File: src/core/tlic_defs.vh
`ifndef TLIC_DEFS_VH
`define TLIC_DEFS_VH
`define TLIC_VEC_HIGH 16'h0008
`define TLIC_VEC_LOW 16'h0018
`define TLIC_CTRL_GH_BIT 7
`define TLIC_CTRL_GL_BIT 6
`define TLIC_RST_PSE_BIT 7
`define TLIC_LAT_MIN 2'h3
`define TLIC_LAT_MAX 3'h4
`define TLIC_ST_IDLE 3'h1
`define TLIC_ST_SYNC 3'h2
`define TLIC_ST_VEC 3'h4
`endif

File: src/core/tlic_top.v
// Overview of operation
// RQ1 - Priority mode sends high requests to 0008h and low requests to 0018h.
// RQ2 - An enabled high request preempts a running low service routine.
// RQ3 - Every source has a flag, an enable and a priority select.
// RQ4 - Two-level operation only while the priority scheme enable bit is set.
// RQ5 - Priority mode: control bit 7 gates high sources, bit 6 low sources.
// RQ6 - Flag, enable and matching global enable set makes the device vector.
// RQ7 - Scheme enable resets cleared; then priority bits do not affect routing.
// RQ8 - Compatibility mode: bit 6 gates peripherals, bit 7 gates everything.
// RQ9 - Compatibility mode sends every accepted interrupt to 0008h.
// RQ10 - Accepting an interrupt clears the global enable that admitted it.
// RQ11 - No low request is accepted while a high routine runs.
// RQ12 - Acceptance pushes the return address and loads the vector.
// RQ13 - Software polls flags and clears them before re-enabling.
// RQ14 - Return from service leaves the routine and sets the enable again.
// RQ15 - External events are answered within three to four instruction cycles.
// RQ16 - Flags set on their event whatever the enables say.
// RQ17 - Software avoids memory moves on control registers while enabled.
// RQ18 - External pins have an edge select: set rising, cleared falling.
// RQ19 - A flagged enabled source wakes the core regardless of global enables.
// RQ20 - Simultaneous high and low requests: high first, low stays pending.
`include "tlic_defs.vh"
module tlic_top #(
  parameter N_SRC = 8,
  parameter N_EXT = 4,
  parameter PC_W = 16
) (
  input wire clk_i,
  input wire sys_rst_i,
  input wire instr_cycle_i,
  input wire [N_SRC-1:0] src_event_i,
  input wire [N_SRC-1:0] src_is_periph_i,
  input wire [N_EXT-1:0] ext_pin_i,
  input wire [N_EXT-1:0] ext0_edge_select_i,
  input wire [N_SRC-1:0] src_enable_i,
  input wire [N_SRC-1:0] src_high_prio_i,
  input wire [N_SRC-1:0] flag_clear_i,
  input wire [N_SRC-1:0] flag_set_i,
  input wire priority_scheme_enable_i,
  input wire pse_write_i,
  input wire [7:0] ctrl_wdata_i,
  input wire ctrl_write_i,
  input wire return_from_service_i,
  input wire [PC_W-1:0] return_addr_i,
  output reg [N_SRC-1:0] src_flag_o,
  output reg priority_scheme_enable_o,
  output reg high_level_global_enable_o,
  output reg low_level_global_enable_o,
  output reg vector_load_o,
  output reg [PC_W-1:0] vector_addr_o,
  output reg stack_push_o,
  output reg [PC_W-1:0] stack_push_data_o,
  output reg in_high_service_o,
  output reg in_low_service_o,
  output reg wake_o
);
  // The flags below are the external pins first; the rest are internal sources.
  reg [N_EXT-1:0] pin_q;
  reg [N_EXT-1:0] ext_edge;
  reg [2:0] state;
  reg [2:0] lat_cnt;
  reg take_high;
  reg take_low;
  reg [N_SRC-1:0] next_flag;
  wire [N_SRC-1:0] armed;
  wire [N_SRC-1:0] hi_src;
  wire [N_SRC-1:0] lo_src;
  wire req_high;
  wire req_low;
  wire pse;
  wire gh;
  wire gl;
  genvar g;

  wire in_idle;
  wire in_vec;
  wire ret_take;
  wire ret_high;
  wire ret_low;
  wire accept_high;
  wire accept_low;
  wire lat_done;

  // Picks the armed sources of one level in priority mode; both request paths use it.
  function [N_SRC-1:0] level_sources;
    input [N_SRC-1:0] act;
    input [N_SRC-1:0] prio;
    input want_high;
    begin
      level_sources = want_high ? (act & prio) : (act & ~prio);
    end
  endfunction

  assign pse = priority_scheme_enable_o;
  assign gh = high_level_global_enable_o;
  assign gl = low_level_global_enable_o;
  assign armed = src_flag_o & src_enable_i; // RQ3
  // Compatibility mode routes everything as high level; the low path only exists in priority mode.
  assign hi_src = pse ? level_sources(armed, src_high_prio_i, 1'b1) : (armed & (~src_is_periph_i | {N_SRC{gl}})); // RQ7 RQ8
  assign lo_src = pse ? level_sources(armed, src_high_prio_i, 1'b0) : {N_SRC{1'b0}}; // RQ4
  assign req_high = gh && (|hi_src); // RQ5 RQ6
  assign req_low = pse && gl && (|lo_src) && !in_high_service_o; // RQ5 RQ11

  assign in_idle = (state == `TLIC_ST_IDLE);
  assign in_vec = (state == `TLIC_ST_VEC);
  // A return is only taken while nothing is being accepted, so it never races an entry.
  assign ret_take = in_idle && !req_high && !req_low && return_from_service_i; // RQ14
  // Return closes the innermost routine and reopens its gate.
  assign ret_high = ret_take && (in_high_service_o || !pse);
  assign ret_low = ret_take && !ret_high && in_low_service_o;
  assign accept_high = in_vec && take_high;
  assign accept_low = in_vec && !take_high;
  assign lat_done = instr_cycle_i && (lat_cnt == ({1'b0, `TLIC_LAT_MIN} - 3'h1)); // RQ15

  generate
    for (g = 0; g < N_EXT; g = g + 1) begin : g_edge
      always @(posedge clk_i or posedge sys_rst_i) begin
        if (sys_rst_i) begin
          pin_q[g] <= 1'b0;
        end else begin
          pin_q[g] <= ext_pin_i[g];
        end
      end
      always @* begin
        ext_edge[g] = ext0_edge_select_i[g] ? (ext_pin_i[g] & ~pin_q[g]) : (~ext_pin_i[g] & pin_q[g]); // RQ18
      end
    end
  endgenerate

  always @* begin
    next_flag = (src_flag_o & ~flag_clear_i) | src_event_i | flag_set_i; // RQ16
    next_flag[N_EXT-1:0] = next_flag[N_EXT-1:0] | ext_edge;
  end

  always @(posedge clk_i or posedge sys_rst_i) begin
    if (sys_rst_i) begin
      src_flag_o <= {N_SRC{1'b0}};
    end else begin
      src_flag_o <= next_flag;
    end
  end

  always @(posedge clk_i or posedge sys_rst_i) begin
    if (sys_rst_i) begin
      wake_o <= 1'b0;
    end else begin
      wake_o <= |armed; // RQ19
    end
  end

  always @(posedge clk_i or posedge sys_rst_i) begin
    if (sys_rst_i) begin
      priority_scheme_enable_o <= 1'b0; // RQ7
    end else if (pse_write_i) begin
      priority_scheme_enable_o <= priority_scheme_enable_i; // RQ4
    end
  end

  // An acceptance outranks a software write in the same cycle.
  always @(posedge clk_i or posedge sys_rst_i) begin
    if (sys_rst_i) begin
      high_level_global_enable_o <= 1'b0;
    end else if (accept_high) begin
      high_level_global_enable_o <= 1'b0; // RQ10
    end else if (ret_high) begin
      high_level_global_enable_o <= 1'b1; // RQ14
    end else if (ctrl_write_i) begin
      high_level_global_enable_o <= ctrl_wdata_i[`TLIC_CTRL_GH_BIT];
    end
  end

  always @(posedge clk_i or posedge sys_rst_i) begin
    if (sys_rst_i) begin
      low_level_global_enable_o <= 1'b0;
    end else if (accept_low) begin
      low_level_global_enable_o <= 1'b0; // RQ10
    end else if (ret_low) begin
      low_level_global_enable_o <= 1'b1; // RQ14
    end else if (ctrl_write_i) begin
      low_level_global_enable_o <= ctrl_wdata_i[`TLIC_CTRL_GL_BIT];
    end
  end

  always @(posedge clk_i or posedge sys_rst_i) begin
    if (sys_rst_i) begin
      in_high_service_o <= 1'b0;
    end else if (accept_high) begin
      in_high_service_o <= 1'b1;
    end else if (ret_high) begin
      in_high_service_o <= 1'b0;
    end
  end

  always @(posedge clk_i or posedge sys_rst_i) begin
    if (sys_rst_i) begin
      in_low_service_o <= 1'b0;
    end else if (accept_low) begin
      in_low_service_o <= 1'b1;
    end else if (ret_low) begin
      in_low_service_o <= 1'b0;
    end
  end

  always @(posedge clk_i or posedge sys_rst_i) begin
    if (sys_rst_i) begin
      vector_load_o <= 1'b0;
      stack_push_o <= 1'b0;
    end else begin
      vector_load_o <= in_vec; // RQ12
      stack_push_o <= in_vec;
    end
  end

  always @(posedge clk_i or posedge sys_rst_i) begin
    if (sys_rst_i) begin
      vector_addr_o <= {PC_W{1'b0}};
    end else if (accept_high) begin
      vector_addr_o <= `TLIC_VEC_HIGH; // RQ1 RQ9
    end else if (accept_low) begin
      vector_addr_o <= `TLIC_VEC_LOW; // RQ1
    end
  end

  always @(posedge clk_i or posedge sys_rst_i) begin
    if (sys_rst_i) begin
      stack_push_data_o <= {PC_W{1'b0}};
    end else if (in_vec) begin
      stack_push_data_o <= return_addr_i; // RQ12
    end
  end

  always @(posedge clk_i or posedge sys_rst_i) begin
    if (sys_rst_i) begin
      state <= `TLIC_ST_IDLE;
      lat_cnt <= 3'h0;
    end else begin
      case (state)
        `TLIC_ST_IDLE: begin
          if (req_high || req_low) begin
            lat_cnt <= 3'h0;
            state <= `TLIC_ST_SYNC;
          end
        end
        `TLIC_ST_SYNC: begin
          if (instr_cycle_i) begin
            lat_cnt <= lat_cnt + 3'h1;
          end
          if (lat_done) begin
            state <= `TLIC_ST_VEC;
          end
        end
        `TLIC_ST_VEC: begin
          state <= `TLIC_ST_IDLE;
        end
        default: begin
          state <= `TLIC_ST_IDLE;
        end
      endcase
    end
  end

  always @(posedge clk_i or posedge sys_rst_i) begin
    if (sys_rst_i) begin
      take_high <= 1'b0;
      take_low <= 1'b0;
    end else begin
      case (state)
        `TLIC_ST_IDLE: begin
          if (req_high) begin // RQ20
            take_high <= 1'b1;
            take_low <= 1'b0;
          end else if (req_low) begin
            take_high <= 1'b0;
            take_low <= 1'b1;
          end
        end
        `TLIC_ST_SYNC: begin
          // A pending low acceptance is upgraded if a high request appears meanwhile.
          if (take_low && req_high) begin // RQ2
            take_high <= 1'b1;
            take_low <= 1'b0;
          end
        end
        default: begin
          take_high <= 1'b0;
          take_low <= 1'b0;
        end
      endcase
    end
  end
endmodule // tlic_top

File: config.mk
export PLATFORM = sky130hd
export DESIGN_NAME = tlic_top
export DESIGN_NICKNAME = d
export VERILOG_FILES = /design/src/core/tlic_top.v
export VERILOG_INCLUDE_DIRS = /design/src /design/src/core
export SDC_FILE = /design/constraint.sdc
export NUM_CORES = 1
export LEC_CHECK = 0
export ABC_AREA = 1
export BUFFER_PORTS_ARGS = -buffer_cell sky130_fd_sc_hd__buf_4
export CAP_MARGIN = 40
export CORE_ASPECT_RATIO = 1.1
export CORE_UTILIZATION = 43
export DETAILED_ROUTE_END_ITERATION = 8
export HOLD_SLACK_MARGIN = 0.08
export PLACE_DENSITY_LB_ADDON = 0.3
export SYNTH_ARGS = -nofsm -noshare
export SYNTH_HDL_FRONTEND = slang
export SYNTH_SLANG_ARGS = --single-unit
File: constraint.sdc
create_clock -name clk_i -period 1.7 [get_ports clk_i]
set_input_delay 0 -clock clk_i [delete_from_list [all_inputs] [get_ports clk_i]]
set_output_delay 0 -clock clk_i [all_outputs]
set_load 0.03 [all_outputs]
==> flow_summary.json <==
{
  "fin_crit_sh_pct": 99.7,
  "grt-ovfl-total": 0,
  "violations": "design-rule violations",
  "core-area_um2": 5030,
  "io_buffers": 114,
  "grt_usage_pct": 23.8,
  "p_per_area_nw_per_um2": 1180,
  "drv_slew": 0,
  "r2r_cells": 11,
  "worstPathRequired_ps": 1900,
  "netSwitchingFraction_pct": 42.4,
  "ys_warn_count": 0,
  "hpwl_um": 4210,
  "hold_viol": 0,
  "setup_ws_ps": 4.48,
  "area_growth_pct": 69.9,
  "antenna_found_initial": 0,
  "setup_viol": 0,
  "dieHeight_um": 77.8,
  "min_period_ps": 1700,
  "tightest_slew_ps": 548,
  "hold_path_class": "primary input to register",
  "p_int_mw": 2.60,
  "clock_path_buffers": 2,
  "drive_above_1_share_pct": 32.0,
  "drcViolationCount": 22,
  "status": "complete, but fails checks",
  "pre_cts_slack_ps": -9.87,
  "n_antenna_cell": 0,
  "cts-root-buf": "clkbuf_8",
  "syn_area_um2": 2250,
  "via_per_inst": 4.72,
  "end_kind": "register",
  "totalWireLength_um": 6350,
  "ir_worst_vdd_v": 0.00110,
  "first_iter_violations": 125,
  "cp.arrival_ps": 1900,
  "path_clk_slew_ps": 90,
  "hold_depth": 5,
  "p_clk_share_pct": 14.8,
  "slew_headroom_pct": 63.5,
  "die-width_um": 70.9,
  "first_pass_iters": 6,
  "maxCapViolCount": 0,
  "post_synth.cell_area_avg_um2": 7.97,
  "rsz0062_at_grt": "true",
  "numCtsBuffers": 5,
  "clk_latency_ps": 300,
  "cp_max_fo": 8,
  "hold_ws_ps": 109,
  "rrSetupSlack_ps": 4,
  "detail_route.wl_per_cell_um": 12.2,
  "rows": 27,
  "grt_pass1_wl_um": 10100,
  "combinationalPowerShare_pct": 48.0,
  "start_kind": "register",
  "layout_commonest_cell": "buf_4",
  "critPathKind": "register to register",
  "switchingPower_mw": 1.91,
  "finClkSkew_ps": 6.70,
  "multi_input_area_um2": 903,
  "die-area_um2": 5520,
  "final_cell_mix": "124 x buf_4, 97 x nand2_1, 54 x dlygate4sd3_1",
  "syn_inst": 282,
  "vias": 2453,
  "initial_core_util_pct": 44.6,
  "cts_num_sinks": 45,
  "cts_tree": "done",
  "synth_seq_cells": 45,
  "n_fill_cell": 364,
  "seqCellArea_um2": 1130,
  "grt_max_degree": 46,
  "synthDistinctLibCells": 31,
  "fmax_mhz": 590,
  "ant_nets": 0,
  "grt_pass1_vias": 2367,
  "nets": 550,
  "gp_congestion": 0.795,
  "power_frac_seq_pct": 37.2,
  "yosysSeqAreaShare_pct": 50.2,
  "htree_num_levels": 2,
  "p_leak_nw": 2.04,
  "io_pins": 135
}
## timing repair
item / in CTS / in global routing
gates resized for setup: 2 / 9
setup buffers: 2 / 3
hold buffers: 54 / 0
pin swaps: 0 / 1
endpoints found under the setup margin: 3 / 9
endpoints found under the hold margin: 77 / 0
## per-layer routing
| metal | share of wire (%) | global-route usage, % | vias to the layer above |
|---|---|---|---|
| met5 | 0 | 0 | - |
| met4 | 2.9 | 10.8 | 0 |
| met3 | 7.3 | 6.49 | 20 |
| met2 | 52 | 43.0 | 106 |
| met1 | 38 | 25.6 | 1124 |
| li1 | - | - | 1203 |
## sequential cells by signal, summed over array words and instances (netlist names), 2 cells and up
register and count:
lat_cnt 3, pin_q 4, src_flag_o 8, stack_push_data_o 16, state 3, vector_addr_o 2
## cells in the mapped netlist (all sizes together)
library cell,number,area (um^2)
nand2,100,378
dfrtp,44,1100
inv,39,146
nor2,25,118
buf,17,129
o21ai,12,60.1
nand3,11,67.6
a21oi,5,25.0
a211oi,4,30.0
o221ai,4,35.0
o22ai,4,25.0
nor3,3,15.0
clkbuf,2,7.51
ha,2,25.0
a21o,1,7.51
a31oi,1,6.26
clkinv,1,3.75
conb,1,3.75
dfstp,1,26.3
mux2i,1,10.0
nor3b,1,7.51
nor4,1,6.26
o31ai,1,7.51
or2,1,6.26
## worst max-delay path, cell delays in order (launching register included)
cell     delay (ps)
dfrtp_2         470
nor2_8          150
nand2_1          60
nand2_1          70
nand2_1          60
nor2_1          110
nand2_1         100
nand2_2         110
nand3_4         120
nor2_4          130
nand2_2          60
a21o_1          150
## cell type report
class	instances	area share, %
timing repair buffer	178	38.5
multi-input combinational	191	23.7
clock inverter	3	0.590
tap	58	1.90
clock buffer	5	1.80
sequential	45	29.6
inverter	40	3.93
## kinds of logic (layout without fill, tap and decap cells)
group / after synthesis / after routing / synth area share, %
AOI/OAI and AO/OA: 32 / 32 / 8.74
muxes: 1 / 1 / 0.445
DFF: 45 / 45 / 50.2
adders and majority gates: 2 / 2 / 1.11
buffers and inverters: 59 / 226 / 12.8
and+or+nand+nor: 142 / 142 / 26.6
other: 1 / 14 / 0.167
## per-stage QoR
stage | instances | TNS (ps) | area, um^2 | utilization (%) | total power, mW
after floorplan | 295 | 0 | 2300 | - | 2.90
after global placement | 453 | 0 | 3130 | 62.2 | 3.61
after detailed placement | 453 | -9.87 | 3130 | 62.2 | 3.67
after CTS | 517 | 0 | 3780 | 75.1 | 4.46
after global routing | 520 | -627 | 3820 | 75.9 | 4.80
final | 520 | 0 | 3820 | 75.9 | 4.51
## power groups by stage
stage          combinational [mW]  sequential [mW]  clock, mW
2_1_floorplan               0.733             2.16          0
3_5_place_dp                 1.99             1.68          0
4_1_cts                      2.10             1.67      0.685
3_3_place_gp                 1.94             1.67          0
6_report                     2.17             1.68      0.665
5_1_grt                      2.35             1.72      0.726
## path summary, 6_finish.rpt
kind                                                       from                                endpoint
hold / removal                            return_from_service_i  high_level_global_enable_o$_DFFE_PP0P_
min in group asynchronous                             sys_rst_i                  stack_push_o$_DFF_PP0_
setup / recovery           priority_scheme_enable_o$_DFFE_PP0P_           in_high_service_o$_DFFE_PP0P_
max in group asynchronous                             sys_rst_i    priority_scheme_enable_o$_DFFE_PP0P_
setup reg to reg           priority_scheme_enable_o$_DFFE_PP0P_           in_high_service_o$_DFFE_PP0P_
hold reg to reg                stack_push_data_o[7]$_DFFE_PP0P_        stack_push_data_o[7]$_DFFE_PP0P_
(Power assumes the default switching activity.)
